## config.mk

```make
export PLATFORM = sky130hd
export DESIGN_NAME = toc_timer
export DESIGN_NICKNAME = d
export VERILOG_FILES = /design/src/toc_pkg.sv /design/src/toc_chan_if.sv /design/src/toc_timer.sv /design/src/toc_chan.sv
export SDC_FILE = /design/constraint.sdc
export NUM_CORES = 1
export LEC_CHECK = 0
export CAP_MARGIN = 10
export CORE_ASPECT_RATIO = 0.7
export CORE_UTILIZATION = 65
export CTS_BUF_LIST = sky130_fd_sc_hd__clkbuf_4 sky130_fd_sc_hd__clkbuf_8
export CTS_CLUSTER_DIAMETER = 50
export DETAILED_ROUTE_END_ITERATION = 16
export DONT_BUFFER_PORTS = 1
export PLACE_DENSITY = 0.81
export REMOVE_ABC_BUFFERS = 1
export SETUP_SLACK_MARGIN = 0.02
export SYNTH_ARGS = -nofsm -noshare
export SYNTH_HDL_FRONTEND = slang
export SYNTH_SLANG_ARGS = --single-unit
```

## constraint.sdc

```tcl
create_clock -name sys_clk -period 4.3 [get_ports sys_clk]
set_input_delay 0.43 -clock sys_clk [delete_from_list [all_inputs] [get_ports sys_clk]]
set_output_delay 0.43 -clock sys_clk [all_outputs]
set_load 0.03 [all_outputs]
```

## src/toc_pkg.sv

```systemverilog
// Constants, register map and shared helpers for the timer output compare block.
// Functional notes
// - Each channel compares the 16-bit counter with its compare value continuously.
// - A match sets the channel flag at the next timer clock, not at once.
// - An enabled set flag requests an interrupt; executing it clears the flag.
// - Writing one to a flag bit clears it; writing zero leaves it.
// - Channel A can set the counter TOP and so the waveform period.
// - Compare values are double buffered in PWM modes, not in Normal or clear-on-match.
// - Buffered compare values load into the active register only at TOP.
// - Writes go to the buffer when buffered, else straight to the active register.
// - Compare values change only by writes; high byte reads return the register itself.
// - The low byte write copies the latched high byte in the same cycle.
// - A force strobe in non-PWM modes applies the output action without flag or reload.
// - A counter write blocks all compare matches in the next timer clock.
// - Writing the counter equal to a variable TOP misses TOP; counting runs to 0xFFFF.
// - The waveform output register keeps its value across waveform mode changes.
// - Output action bits are unbuffered and govern the first match after the write.
// - Reset clears each waveform output register to zero.
// - A nonzero output action overrides the port value; the direction bit enables the pin.
// - Output action zero leaves the waveform output unchanged at matches in every mode.
// - Output action bits have no effect on input capture.
// - Normal mode counts up without clearing and wraps from 0xFFFF to 0x0000.
// - In Normal mode overflow sets as the counter becomes zero; counting never clears it.
// - A counter write takes priority over clear or count in the same cycle.
// - Clock source zero stops the counter, which stays accessible to software.
package toc_pkg;
  localparam int NUM_CH = 2;
  localparam logic [7:0] ADDR_CTRL = 8'h00;
  localparam logic [7:0] ADDR_FORCE = 8'h04;
  localparam logic [7:0] ADDR_FLAGS = 8'h08;
  localparam logic [7:0] ADDR_CNT_LO = 8'h0C;
  localparam logic [7:0] ADDR_CNT_HI = 8'h10;
  localparam logic [7:0] ADDR_CMPA_LO = 8'h14;
  localparam logic [7:0] ADDR_CMPA_HI = 8'h18;
  localparam logic [7:0] ADDR_CMPB_LO = 8'h1C;
  localparam logic [7:0] ADDR_CMPB_HI = 8'h20;
  localparam logic [7:0] ADDR_STATUS = 8'h24;
  localparam int CTRL_WGM_LSB = 0;
  localparam int CTRL_CS_LSB = 4;
  localparam int CTRL_COMA_LSB = 8;
  localparam int CTRL_COMB_LSB = 10;
  localparam int CTRL_IE_LSB = 16;
  localparam int FLAG_OVF = 0;
  localparam int FLAG_A = 1;
  localparam int FLAG_B = 2;
  localparam int STAT_WAVE_LSB = 0;
  localparam int STAT_PIN_LSB = 4;
  localparam logic [3:0] WGM_RST = 4'h0;
  localparam logic [2:0] CS_RST = 3'h0;
  localparam logic [2:0] CS_STOP = 3'h0;
  localparam logic [1:0] COM_RST = 2'h0;
  localparam logic [2:0] IE_RST = 3'h0;
  localparam logic [15:0] CNT_RST = 16'h0000;
  localparam logic [15:0] CMP_RST = 16'h0000;
  localparam logic [3:0] WGM_NORMAL = 4'h0;
  localparam logic [3:0] WGM_CTC_A = 4'h4;
  localparam logic [3:0] WGM_CTC_CAP = 4'hC;
  localparam logic [15:0] TOP_8BIT = 16'h00FF;
  localparam logic [15:0] TOP_9BIT = 16'h01FF;
  localparam logic [15:0] TOP_10BIT = 16'h03FF;
  localparam logic [15:0] CNT_MAX = 16'hFFFF;
  localparam logic [1:0] COM_OFF = 2'h0;
  localparam logic [1:0] COM_TOGGLE = 2'h1;
  localparam logic [1:0] COM_CLEAR = 2'h2;
  localparam logic [1:0] COM_SET = 2'h3;

  // True in every mode that buffers the compare value.
  function automatic logic toc_is_pwm(input logic [3:0] wgm);
    toc_is_pwm = !(wgm == WGM_NORMAL || wgm == WGM_CTC_A || wgm == WGM_CTC_CAP);
  endfunction : toc_is_pwm

  // TOP value selected by the waveform mode.
  function automatic logic [15:0] toc_top(input logic [3:0] wgm, input logic [15:0] cmp_a,
                                          input logic [15:0] cap);
    case (wgm)
      4'h1, 4'h5: toc_top = TOP_8BIT;
      4'h2, 4'h6: toc_top = TOP_9BIT;
      4'h3, 4'h7: toc_top = TOP_10BIT;
      4'h4, 4'h9, 4'hB, 4'hF: toc_top = cmp_a;
      4'h8, 4'hA, 4'hC, 4'hE: toc_top = cap;
      default: toc_top = CNT_MAX;
    endcase
  endfunction : toc_top

  // Next waveform level for a match or force (bottom low) or a PWM bottom (bottom high).
  function automatic logic toc_next_wave(input logic [1:0] com, input logic pwm,
                                         input logic bottom, input logic wave);
    toc_next_wave = wave;
    if (!pwm) begin
      if (!bottom) begin
        case (com)
          COM_TOGGLE: toc_next_wave = ~wave;
          COM_CLEAR: toc_next_wave = 1'b0;
          COM_SET: toc_next_wave = 1'b1;
          default: toc_next_wave = wave;
        endcase
      end
    end else if (com == COM_CLEAR) begin
      toc_next_wave = bottom;
    end else if (com == COM_SET) begin
      toc_next_wave = ~bottom;
    end
  endfunction : toc_next_wave
endpackage : toc_pkg

```

## src/toc_chan_if.sv

```systemverilog
// Interface between the counter core and one compare channel.
`timescale 1ns/10ps
`default_nettype none
interface toc_chan_if;
  logic tick;
  logic [15:0] cnt;
  logic blocked;
  logic wrap;
  logic pwm;
  logic [1:0] act_sel;
  logic wr_en;
  logic [15:0] wr_data;
  logic force_hit;
  logic match;
  logic flag_set;
  logic [15:0] cmp_act;
  logic [15:0] cmp_buf;
  logic wave;
  modport chan (
    input tick, cnt, blocked, wrap, pwm, act_sel, wr_en, wr_data, force_hit,
    output match, flag_set, cmp_act, cmp_buf, wave
  );
  modport ctl (
    output tick, cnt, blocked, wrap, pwm, act_sel, wr_en, wr_data, force_hit,
    input match, flag_set, cmp_act, cmp_buf, wave
  );
endinterface : toc_chan_if
`default_nettype wire

```

## src/toc_timer.sv

```systemverilog
// Counter core, APB register file and pin logic of the timer output compare block.
`timescale 1ns/10ps
`default_nettype none
module toc_timer
  import toc_pkg::*;
(
  input wire logic sys_clk,
  input wire logic reset,
  input wire logic psel,
  input wire logic penable,
  input wire logic pwrite,
  input wire logic [7:0] paddr,
  input wire logic [31:0] pwdata,
  output logic [31:0] prdata,
  output logic pready,
  output logic pslverr,
  input wire logic timer_tick,
  input wire logic [15:0] capture_value,
  input wire logic overflow_irq_ack,
  input wire logic [1:0] compare_irq_ack,
  output logic overflow_irq,
  output logic [1:0] compare_irq,
  input wire logic [1:0] port_out_val,
  input wire logic [1:0] output_pin_direction,
  output logic [1:0] waveform_output,
  output logic [1:0] waveform_oe_n
);
  typedef struct packed {
    logic [15:0] cnt;
    logic [7:0] temp;
    logic block;
    logic [2:0] flags;
    logic [3:0] wgm;
    logic [2:0] cs;
    logic [1:0] com_b;
    logic [1:0] com_a;
    logic [2:0] ie;
    logic [31:0] rdata;
  } toc_top_state_t;

  toc_top_state_t st_r;
  toc_top_state_t st_nxt;

  toc_chan_if ch_if [NUM_CH] ();

  logic setup_ph;
  logic acc_ph;
  logic wr_acc;
  logic mapped;
  logic run;
  logic pwm;
  logic [15:0] top;
  logic at_top;
  logic cnt_wr;
  logic [1:0] cmp_wr;
  logic [1:0] fire;
  logic [1:0] flag_hit;
  logic [1:0] wave;
  logic [3:0] com_all;

  assign setup_ph = psel && !penable;
  assign acc_ph = psel && penable;
  assign wr_acc = acc_ph && pwrite;
  assign mapped = (paddr == ADDR_CTRL) || (paddr == ADDR_FORCE) || (paddr == ADDR_FLAGS) ||
                  (paddr == ADDR_CNT_LO) || (paddr == ADDR_CNT_HI) ||
                  (paddr == ADDR_CMPA_LO) || (paddr == ADDR_CMPA_HI) ||
                  (paddr == ADDR_CMPB_LO) || (paddr == ADDR_CMPB_HI) ||
                  (paddr == ADDR_STATUS);
  assign pready = acc_ph;
  assign pslverr = acc_ph && !mapped;
  assign prdata = st_r.rdata;

  assign run = timer_tick && (st_r.cs != CS_STOP);
  assign pwm = toc_is_pwm(st_r.wgm);
  assign top = toc_top(st_r.wgm, ch_if[0].cmp_act, capture_value);
  assign at_top = (st_r.cnt == top) && !st_r.block;
  assign cnt_wr = wr_acc && (paddr == ADDR_CNT_LO);
  assign cmp_wr[0] = wr_acc && (paddr == ADDR_CMPA_LO);
  assign cmp_wr[1] = wr_acc && (paddr == ADDR_CMPB_LO);
  assign fire = (wr_acc && (paddr == ADDR_FORCE) && !pwm) ? pwdata[1:0] : 2'b00;
  assign com_all = {st_r.com_b, st_r.com_a};

  generate
    for (genvar i = 0; i < NUM_CH; i++) begin : g_ch
      assign ch_if[i].tick = run;
      assign ch_if[i].cnt = st_r.cnt;
      assign ch_if[i].blocked = st_r.block;
      assign ch_if[i].wrap = run && at_top && !cnt_wr;
      assign ch_if[i].pwm = pwm;
      assign ch_if[i].act_sel = com_all[2*i +: 2];
      assign ch_if[i].wr_en = cmp_wr[i];
      assign ch_if[i].wr_data = {st_r.temp, pwdata[7:0]};
      assign ch_if[i].force_hit = fire[i];
      assign flag_hit[i] = ch_if[i].flag_set;
      assign wave[i] = ch_if[i].wave;
      toc_chan u_chan (
        .sys_clk(sys_clk),
        .reset(reset),
        .bus(ch_if[i])
      );
    end
  endgenerate

  always_comb begin
    for (int i = 0; i < NUM_CH; i++) begin
      waveform_output[i] = (com_all[2*i +: 2] != COM_OFF) ? wave[i] : port_out_val[i];
      waveform_oe_n[i] = !output_pin_direction[i];
    end
  end

  assign overflow_irq = st_r.flags[FLAG_OVF] && st_r.ie[FLAG_OVF];
  assign compare_irq[0] = st_r.flags[FLAG_A] && st_r.ie[FLAG_A];
  assign compare_irq[1] = st_r.flags[FLAG_B] && st_r.ie[FLAG_B];

  always_comb begin
    logic [2:0] set_v;
    logic [2:0] clr_v;
    logic [31:0] rd;
    logic [15:0] cmp_sel;
    set_v = 3'h0;
    clr_v = 3'h0;
    rd = 32'h0000_0000;
    cmp_sel = 16'h0000;
    st_nxt = st_r;

    if (cnt_wr) begin
      st_nxt.cnt = {st_r.temp, pwdata[7:0]};
      st_nxt.block = 1'b1;
    end else if (run) begin
      st_nxt.cnt = at_top ? CNT_RST : st_r.cnt + 16'h0001;
      st_nxt.block = 1'b0;
    end

    if (run && !cnt_wr) begin
      if (pwm) begin
        set_v[FLAG_OVF] = at_top;
      end else begin
        set_v[FLAG_OVF] = (st_r.cnt == CNT_MAX);
      end
    end
    set_v[FLAG_A] = flag_hit[0];
    set_v[FLAG_B] = flag_hit[1];

    if (wr_acc && (paddr == ADDR_FLAGS)) begin
      clr_v = pwdata[2:0];
    end
    clr_v[FLAG_OVF] = clr_v[FLAG_OVF] || overflow_irq_ack;
    clr_v[FLAG_A] = clr_v[FLAG_A] || compare_irq_ack[0];
    clr_v[FLAG_B] = clr_v[FLAG_B] || compare_irq_ack[1];
    st_nxt.flags = (st_r.flags & ~clr_v) | set_v;

    // High byte writes load the latch.
    if (wr_acc) begin
      if (paddr == ADDR_CNT_HI || paddr == ADDR_CMPA_HI || paddr == ADDR_CMPB_HI) begin
        st_nxt.temp = pwdata[7:0];
      end else if (paddr == ADDR_CTRL) begin
        st_nxt.wgm = pwdata[CTRL_WGM_LSB +: 4];
        st_nxt.cs = pwdata[CTRL_CS_LSB +: 3];
        st_nxt.com_a = pwdata[CTRL_COMA_LSB +: 2];
        st_nxt.com_b = pwdata[CTRL_COMB_LSB +: 2];
        st_nxt.ie = pwdata[CTRL_IE_LSB +: 3];
      end
    end

    // Read data is captured in the setup phase.
    if (setup_ph && !pwrite) begin
      if (paddr == ADDR_CTRL) begin
        rd[CTRL_WGM_LSB +: 4] = st_r.wgm;
        rd[CTRL_CS_LSB +: 3] = st_r.cs;
        rd[CTRL_COMA_LSB +: 2] = st_r.com_a;
        rd[CTRL_COMB_LSB +: 2] = st_r.com_b;
        rd[CTRL_IE_LSB +: 3] = st_r.ie;
      end else if (paddr == ADDR_FLAGS) begin
        rd[2:0] = st_r.flags;
      end else if (paddr == ADDR_CNT_LO) begin
        rd[7:0] = st_r.cnt[7:0];
        st_nxt.temp = st_r.cnt[15:8];
      end else if (paddr == ADDR_CNT_HI) begin
        rd[7:0] = st_r.temp;
      end else if (paddr == ADDR_CMPA_LO || paddr == ADDR_CMPA_HI) begin
        cmp_sel = pwm ? ch_if[0].cmp_buf : ch_if[0].cmp_act;
        rd[7:0] = (paddr == ADDR_CMPA_LO) ? cmp_sel[7:0] : cmp_sel[15:8];
      end else if (paddr == ADDR_CMPB_LO || paddr == ADDR_CMPB_HI) begin
        cmp_sel = pwm ? ch_if[1].cmp_buf : ch_if[1].cmp_act;
        rd[7:0] = (paddr == ADDR_CMPB_LO) ? cmp_sel[7:0] : cmp_sel[15:8];
      end else if (paddr == ADDR_STATUS) begin
        rd[STAT_WAVE_LSB +: 2] = wave;
        rd[STAT_PIN_LSB +: 2] = waveform_output;
      end
      st_nxt.rdata = rd;
    end
  end

  always_ff @(posedge sys_clk) begin
    if (reset) begin
      st_r <= '{cnt: CNT_RST, temp: 8'h00, block: 1'b0, flags: 3'h0, wgm: WGM_RST,
                cs: CS_RST, com_b: COM_RST, com_a: COM_RST, ie: IE_RST, rdata: 32'h0000_0000};
    end else begin
      st_r <= st_nxt;
    end
  end
endmodule : toc_timer
`default_nettype wire

```

## src/toc_chan.sv

```systemverilog
// One output compare channel: buffered compare value, comparator and waveform register.
`timescale 1ns/10ps
`default_nettype none
module toc_chan
  import toc_pkg::*;
(
  input wire logic sys_clk,
  input wire logic reset,
  toc_chan_if.chan bus
);
  typedef struct packed {
    logic [15:0] buffer;
    logic [15:0] active;
    logic hit;
    logic wave;
  } toc_chan_state_t;

  toc_chan_state_t st_r;
  toc_chan_state_t st_nxt;

  assign bus.match = (bus.cnt == st_r.active) && !bus.blocked;
  // Flag set one timer clock later.
  assign bus.flag_set = bus.tick && st_r.hit;
  assign bus.cmp_act = st_r.active;
  assign bus.cmp_buf = st_r.buffer;
  assign bus.wave = st_r.wave;

  always_comb begin
    st_nxt = st_r;
    if (bus.tick) begin
      st_nxt.hit = bus.match;
    end
    if (bus.wr_en) begin
      st_nxt.buffer = bus.wr_data;
      if (!bus.pwm) begin
        st_nxt.active = bus.wr_data;
      end
    end else if (bus.pwm && bus.wrap) begin
      st_nxt.active = st_r.buffer;
    end
    if (bus.tick && bus.match) begin
      st_nxt.wave = toc_next_wave(bus.act_sel, bus.pwm, 1'b0, st_r.wave);
    end else if (bus.pwm && bus.wrap) begin
      st_nxt.wave = toc_next_wave(bus.act_sel, bus.pwm, 1'b1, st_r.wave);
    end else if (bus.force_hit) begin
      st_nxt.wave = toc_next_wave(bus.act_sel, 1'b0, 1'b0, st_r.wave);
    end
  end

  always_ff @(posedge sys_clk) begin
    if (reset) begin
      st_r <= '{buffer: CMP_RST, active: CMP_RST, hit: 1'b0, wave: 1'b0};
    end else begin
      st_r <= st_nxt;
    end
  end
endmodule : toc_chan
`default_nettype wire

```

==> results of run 1 <==
==> synth_stat cells (3+ instances only) <==
| master | count | area share |
|---|---|---|
| nand2_1 | 154 | 0.075 |
| dfxtp_1 | 125 | 0.33 |
| a21oi_1 | 96 | 0.063 |
| nor2_1 | 75 | 0.037 |
| o21ai_0 | 56 | 0.037 |
| clkbuf_1 | 54 | 0.026 |
| buf_4 | 33 | 0.032 |
| nor2b_1 | 31 | 0.025 |
| a31oi_1 | 25 | 0.020 |
| nor3_1 | 24 | 0.016 |
| xnor2_1 | 22 | 0.025 |
| inv_1 | 20 | 0.0098 |
| mux2_4 | 20 | 0.039 |
| nand3_1 | 20 | 0.013 |
| and3_1 | 17 | 0.014 |
| mux2_2 | 16 | 0.024 |
| mux2i_1 | 16 | 0.021 |
| xor2_1 | 14 | 0.016 |
| a211oi_1 | 12 | 0.012 |
| nand2b_1 | 12 | 0.0098 |
| nand4_1 | 11 | 0.0090 |
| nand3b_1 | 10 | 0.0098 |
| nor4_1 | 8 | 0.0065 |
| buf_2 | 7 | 0.0046 |
| mux4_2 | 7 | 0.021 |
| o22ai_1 | 7 | 0.0057 |
| a221oi_1 | 5 | 0.0057 |
| and2_1 | 5 | 0.0041 |
| nor4b_1 | 5 | 0.0057 |
| o211ai_1 | 5 | 0.0049 |
| or3_1 | 5 | 0.0041 |
| o211a_1 | 4 | 0.0052 |
| o31ai_1 | 4 | 0.0039 |
| a2111oi_0 | 3 | 0.0034 |
==> per-stage QoR <==
step	cell area (um2)	hold WS (ns)	cells	setup WS (ns)
floorplan	7170	0.431	898	0.558
global placement	7530	0.442	1072	0.649
detailed placement	7530	0.454	1072	0.606
CTS	7990	0.0579	1104	0.544
global route	7990	0.0431	1104	0.111
finish	7990	0.0637	1104	0.376
==> layout make-up <==
cell class	count	area [um2]	area share
clock buffers	21	270	0.0338
multi-input cells	752	4600	0.576
well taps	153	191	0.0240
repair buffers	21	158	0.0197
clock inverters	11	190	0.0238
inverters	21	78.8	0.00987
flip-flops and latches	125	2500	0.313
==> cell families (layout without fill, tap and decap cells) <==
kind of cell             Yosys count  count (layout)  share of synthesized area
AND/OR/NAND/NOR                  388             388                      0.242
AO/OA/AOI/OAI                    251             251                      0.201
flip-flops                       125             125                      0.327
buffers and inverters            121              74                     0.0823
multiplexers                      59              59                      0.104
XOR/XNOR                          36              36                     0.0412
adder cells (fa/ha/maj)            1               1                    0.00163
other                              1              17                   0.000490
==> registers in the layout, indices dropped and copies added, names as in the netlist <==
signal                   count
ch_if.act_sel                4
ch_if.blocked                1
ch_if.cnt                   16
ch_if.wr_data                8
g_ch.u_chan.bus.cmp_act     32
g_ch.u_chan.bus.cmp_buf     32
g_ch.u_chan.bus.wave         2
g_ch.u_chan.st_r             2
prdata                      15
st_r                        13
==> worst max path at each step <==
| stage | start | endpoint | slack [ns] |
|---|---|---|---|
| after floorplan | paddr[5] | g_ch[1].u_chan.bus.cmp_act[0]$_SDFFE_PP0P_ | 0.56 |
| after global placement | st_r[44]$_SDFFE_PP0P_ | g_ch[1].u_chan.bus.cmp_act[15]$_SDFFE_PP0P_ | 0.65 |
| after detailed placement | st_r[44]$_SDFFE_PP0P_ | ch_if[0].cnt[12]$_SDFFE_PP0P_ | 0.61 |
| after CTS | st_r[44]$_SDFFE_PP0P_ | ch_if[0].cnt[12]$_SDFFE_PP0P_ | 0.54 |
| after global routing | st_r[44]$_SDFFE_PP0P_ | ch_if[0].cnt[15]$_SDFFE_PP0P_ | 0.11 |
| final | st_r[44]$_SDFFE_PP0P_ | ch_if[0].cnt[12]$_SDFFE_PP0P_ | 0.38 |
==> metal layers <==
layer / vias up / share of wire / wire length (um)
li1: 3331 / - / -
met3: 111 / 0.15 / 3670
met2: 619 / 0.43 / 10500
met5: - / 0.00049 / 12
met4: 2 / 0.029 / 718
met1: 3457 / 0.40 / 9720
==> critical path, stage by stage, from the launching register on <==
cell      delay (ns)
dfxtp_1         0.49
buf_4           0.22
nor2b_1         0.63
nor3_1          0.13
or4_1           0.56
nand4_1         0.12
nor4_1          0.06
and4_1          0.28
nor2_1          0.85
nand3b_1        0.19
a311oi_1        0.29
==> cell usage in the layout (no fill, tap or decap), types with 12 or more instances in the layout <==
cell type / instances
a211oi_1: 12
a21oi_1: 96
a31oi_1: 25
and3_1: 17
buf_4: 20
clkbuf_8: 18
conb_1: 17
dfxtp_1: 125
inv_1: 20
mux2_2: 16
mux2_4: 20
mux2i_1: 16
nand2_1: 154
nand2b_1: 12
nand3_1: 20
nor2_1: 75
nor2b_1: 31
nor3_1: 23
o21ai_0: 56
xnor2_1: 22
xor2_1: 14
==> power by group through the flow <==
stage	logic (uW)	clock network, uW	registers [uW]
final	68.7	1220	1170
after global routing	71.7	1260	1170
after CTS	66.3	1210	1170
after detailed placement	66.0	0	1200
after global placement	64.4	0	1200
after floorplan	53.1	0	1190
==> impl_metrics.py, run 1 <==
metrics = {
    "grt": {
        "grt_max_degree": 108,
        "gr-usage-met3": 0.125,
        "use_met1": 0.538,
        "antenna_found_initial": 1,
        "track_usage": 0.406,
        "grt_pass1_wl_um": 38100,
        "gr-max-usage-layer": "met2",
        "use_met2": 0.628,
        "grt-ovfl-total": 0,
        "first_global_vias": 6951,
    },
    "route": {
        "drtIter0Drc": 1092,
        "post-route-drc-count": 0,
        "vias": 7520,
        "finalWirelength_um": 24600,
        "viasPerCell": 6.81,
        "first_pass_iters": 8,
        "wl_per_cell_um": 22.3,
        "ant_nets": 0,
    },
    "finish": {
        "nets": 1008,
        "fin_util": 0.710,
        "drive_gt1_frac": 0.116,
        "n_antenna_cell": 0,
        "area_growth_pct": 4.31,
        "n_fill_cell": 906,
    },
    "power": {
        "pwr_density_cell_nw_per_um2": 308,
        "p_leak_uw": 0.00289,
        "p_clk_frac": 0.497,
        "peakVddDrop_uv": 238,
        "p_total_uw": 2460,
        "switchingPower_uw": 561,
        "power_frac_comb": 0.028,
        "power.internal_uw": 1900,
        "pwr-share-seq": 0.475,
        "switching_share": 0.228,
    },
    "worst_hold_path": {
        "min_to": "g_ch[1].u_chan.bus.cmp_buf[6]$_SDFFE_PP0P_",
        "hold_path.class": "in -> reg",
        "hold_path_depth": 1,
        "hold_start": "reset",
    },
    "worst_setup_path": {
        "end_kind": "flop",
        "crit_type": "reg -> reg",
        "startpoint_type": "flop",
        "ff2ff_setup_slack_ns": 0.38,
        "rr_startpoint": "st_r[44]$_SDFFE_PP0P_",
        "crit_required_ns": 4.65,
        "path_max_fanout": 14,
        "reg2reg_depth": 10,
        "arrival_ns": 4.28,
        "reg2reg_to": "ch_if[0].cnt[12]$_SDFFE_PP0P_",
    },
    "die": {
        "dieArea_um2": 12200,
        "die_h_um": 92.8,
        "die_x_um": 132,
        "ios": 110,
        "fp-row-count": 32,
        "initial_utilization": 0.681,
        "fp.coreArea_um2": 11300,
    },
    "sta": {
        "period_minus_slack_ns": 3.92,
        "grt_setup_unrepaired": "false",
        "slew_violations": 0,
        "hold_violations": 0,
        "fin_skew_ns": 0.0183,
        "setup_viol_count_final": 0,
        "worst-slew-pin-transition_ns": 1.20,
        "fmax_ghz": 0.255,
        "fin_setup_tns_ns": 0,
        "period_share": 0.913,
        "slew_headroom": 0.195,
    },
    "logic_synthesis": {
        "syn_area_um2": 7660,
        "synthArstFlopShare": 0,
        "syn_area_per_cell_um2": 7.80,
        "yosysSeqAreaShare": 0.327,
        "ys.warnings.count": 0,
        "synth_edf_count": 0,
        "synth_cell_type_count": 76,
        "ys.flop_type": "dfxtp_1",
        "synthCells": 982,
        "synth-seq-cells": 125,
    },
    "cts": {
        "root_buffer": "clkbuf_8",
        "insertion_delay_ns": 0.46,
        "htree_levels": 4,
        "clk_path_buf_depth": 2,
        "post_cts_buffers": 0,
        "cts_buffers": 17,
        "cts_tree": "built",
        "cts_hold_buf": 0,
        "cts_resized": 0,
        "clk_pin_slew_ns": 0.07,
        "clkSinkCount": 125,
    },
    "job": {
        "max-cap-violations": 0,
    },
    "place": {
        "portBuffers": 0,
        "gp_congestion": 0.966,
        "dpl.hpwl_um": 17300,
    },
    "status": {
        "outcome": "complete, no violations",
    },
}
No activity file was read; power rests on OpenSTA's default activity.
==> run 2, diff against run 1 <==
ABC_AREA = 1   (was default)
==> run 2 against run 1 <==
  * Non-clock buffer count fell by 4
  * Cell count rose by 26%
  * Synthesized cell count rose by 28%
  * Critical path depth rose by 5
==> impl_metrics.py, run 2 <==
metrics = {
    "status": {
        "outcome": "complete, no violations",
    },
    "grt": {
        "grt_pass1_wl_um": 41100,
        "first_global_vias": 7325,
        "grt-ovfl-total": 0,
        "track_usage": 0.438,
        "grt_max_degree": 70,
        "antenna_found_initial": 0,
    },
    "cts": {
        "clk_pin_slew_ns": 0.09,
        "cts_buffers": 17,
        "insertion_delay_ns": 0.46,
        "cts_resized": 0,
        "root_buffer": "clkbuf_8",
        "cts_tree": "built",
        "clk_path_buf_depth": 2,
        "post_cts_buffers": 0,
        "clkSinkCount": 125,
        "cts_hold_buf": 0,
        "htree_levels": 4,
    },
    "finish": {
        "n_antenna_cell": 0,
        "fin_util": 0.691,
        "layout_common_cells": "349 x nand2_1, 190 x nor2_1, 125 x dfxtp_1, 103 x inv_1, 92 x o21ai_0",
        "n_fill_cell": 1120,
        "area_growth_pct": 3.29,
        "drive_gt1_frac": 0.0594,
        "final_common_cell": "nand2_1",
        "nets": 1286,
    },
    "sta": {
        "setup_viol_count_final": 0,
        "grt_setup_unrepaired": "false",
        "worst-slew-pin-transition_ns": 0.930,
        "period_share": 0.864,
        "slew_headroom": 0.377,
        "fin_skew_ns": 0.0122,
        "hold_violations": 0,
        "slew_violations": 0,
        "fmax_ghz": 0.269,
        "fin_setup_tns_ns": 0,
        "period_minus_slack_ns": 3.71,
        "fin_ws_ns": 0.587,
    },
    "logic_synthesis": {
        "synthCells": 1259,
        "synth_edf_count": 0,
        "ys.warnings.count": 0,
        "synth_top_cell_by_area": "dfxtp_1",
        "yosysTopAreaCellShare": 0.319,
        "yosysSeqAreaShare": 0.319,
        "syn_area_um2": 7850,
        "synth_cell_type_count": 40,
        "synthArstFlopShare": 0,
        "synth_area_leaders": "dfxtp_1 32%, nand2_1 17%, nor2_1 9.1%, o21ai_0 5.9%, inv_1 5.0%",
        "yosys.cell_count.top_type": "nand2_1",
        "synth-seq-cells": 125,
        "syn_area_per_cell_um2": 6.23,
        "netlist_top_cells_count": "349 x nand2_1, 190 x nor2_1, 125 x dfxtp_1",
        "ys.flop_type": "dfxtp_1",
    },
    "route": {
        "post-route-drc-count": 0,
        "viasPerCell": 6.21,
        "drtIter0Drc": 1271,
        "wl_per_cell_um": 19.5,
        "first_pass_iters": 7,
        "vias": 8604,
        "finalWirelength_um": 27100,
        "ant_nets": 0,
    },
    "power": {
        "peakVddDrop_uv": 259,
        "p_total_uw": 2370,
        "pwr_density_cell_nw_per_um2": 293,
        "p_leak_uw": 0.00325,
    },
    "place": {
        "dpl.hpwl_um": 19500,
        "portBuffers": 0,
        "gp_congestion": 1.03,
        "dp_slack_ns": 0.737,
    },
    "die": {
        "initial_utilization": 0.669,
        "ios": 110,
        "die_h_um": 93.9,
        "dieArea_um2": 12500,
        "die_x_um": 133,
        "fp.coreArea_um2": 11700,
        "fp-row-count": 33,
    },
    "worst_hold_path": {
        "hold_path.class": "in -> reg",
    },
    "worst_setup_path": {
        "ff2ff_setup_slack_ns": 0.59,
        "path_max_fanout": 30,
        "crit_required_ns": 4.71,
        "startpoint_type": "flop",
        "arrival_ns": 4.12,
        "end_kind": "flop",
        "crit_type": "reg -> reg",
    },
    "job": {
        "max-cap-violations": 0,
    },
}
[run 2: cell count changes after synthesis, sizes merged, moves of 11 or more]
cell / previous run / this run
nor2: 75 / 196
a21oi: 97 / 54
nor2b: 31 / 0
mux2: 36 / 0
nand2: 155 / 352
xnor2: 22 / 5
nor4: 8 / 19
nor3: 24 / 8
inv: 20 / 106
o21ai: 60 / 94
nand4: 12 / 48
and3: 17 / 0
nand3: 20 / 65
nand2b: 12 / 0
[run 2: metrics by stage]
stage | hold slack [ns] | cell area, um2 | instances
6_report | 0.0276 | 8100 | 1386
2_1_floorplan | 0.439 | 7370 | 1180
4_1_cts | 0.0204 | 8100 | 1386
5_1_grt | 0.0122 | 8100 | 1386
3_5_place_dp | 0.449 | 7690 | 1354
3_3_place_gp | 0.445 | 7690 | 1354
[run 2: power breakdown]
group          switching (uW)  internal [uW]  total (uW)
Combinational            68.0           16.2        84.2
Sequential               14.4           1160        1180
Clock                     573            538        1110
[run 2: worst paths after layout]
check	depth (start not counted)	start	to
hold reg to reg	2	st_r[33]$_SDFFE_PP0P_	prdata[17]$_SDFFE_PP0P_
setup reg to reg	15	st_r[45]$_SDFFE_PP0P_	g_ch[0].u_chan.bus.cmp_act[12]$_SDFFE_PP0P_
hold / removal	1	reset	g_ch[1].u_chan.bus.cmp_buf[4]$_SDFFE_PP0P_
setup / recovery	15	st_r[45]$_SDFFE_PP0P_	g_ch[0].u_chan.bus.cmp_act[12]$_SDFFE_PP0P_
[run 2: routing by layer]
metal / vias up / track usage / part of all wire
met5: - / 0 / 0
met4: 0 / 0.169 / 0.034
met3: 102 / 0.130 / 0.15
met2: 658 / 0.631 / 0.41
met1: 3830 / 0.610 / 0.41
li1: 4014 / - / -
[run 2: final cells by class]
cell class	instances	area (um2)	share of cell area
multi-input combinational	947	4460	0.550
sequential	125	2500	0.309
inverter	108	405	0.0500
clock buffer	17	234	0.0289
tap	157	196	0.0242
clock inverter	15	176	0.0218
timing repair buffer	17	128	0.0158
[run 2: kinds of logic (layout without fill, tap and decap cells)]
| family | after synthesis | in the layout | share of synthesized area |
|---|---|---|---|
| buf+inv | 203 | 157 | 0.120 |
| fa+ha+maj | 1 | 1 | 0.00159 |
| compound gates | 204 | 204 | 0.151 |
| simple gates | 698 | 698 | 0.376 |
| xor+xnor | 16 | 16 | 0.0179 |
| other cells | 1 | 17 | 0.000478 |
| flops | 125 | 125 | 0.319 |
| mux | 11 | 11 | 0.0140 |
[run 2: critical path, cell delays in order (launching register included)]
cell,delay (ns)
dfxtp_1,0.54
inv_2,0.11
nand2_2,0.29
nand2_1,0.14
nand2_2,0.44
nand3_1,0.15
nand2_1,0.15
nand2_1,0.08
nor2_1,0.13
nand2_1,0.08
nor2_2,0.24
nand3_2,0.22
o21ai_4,0.69
buf_4,0.24
nor2_1,0.04
nor2_1,0.10
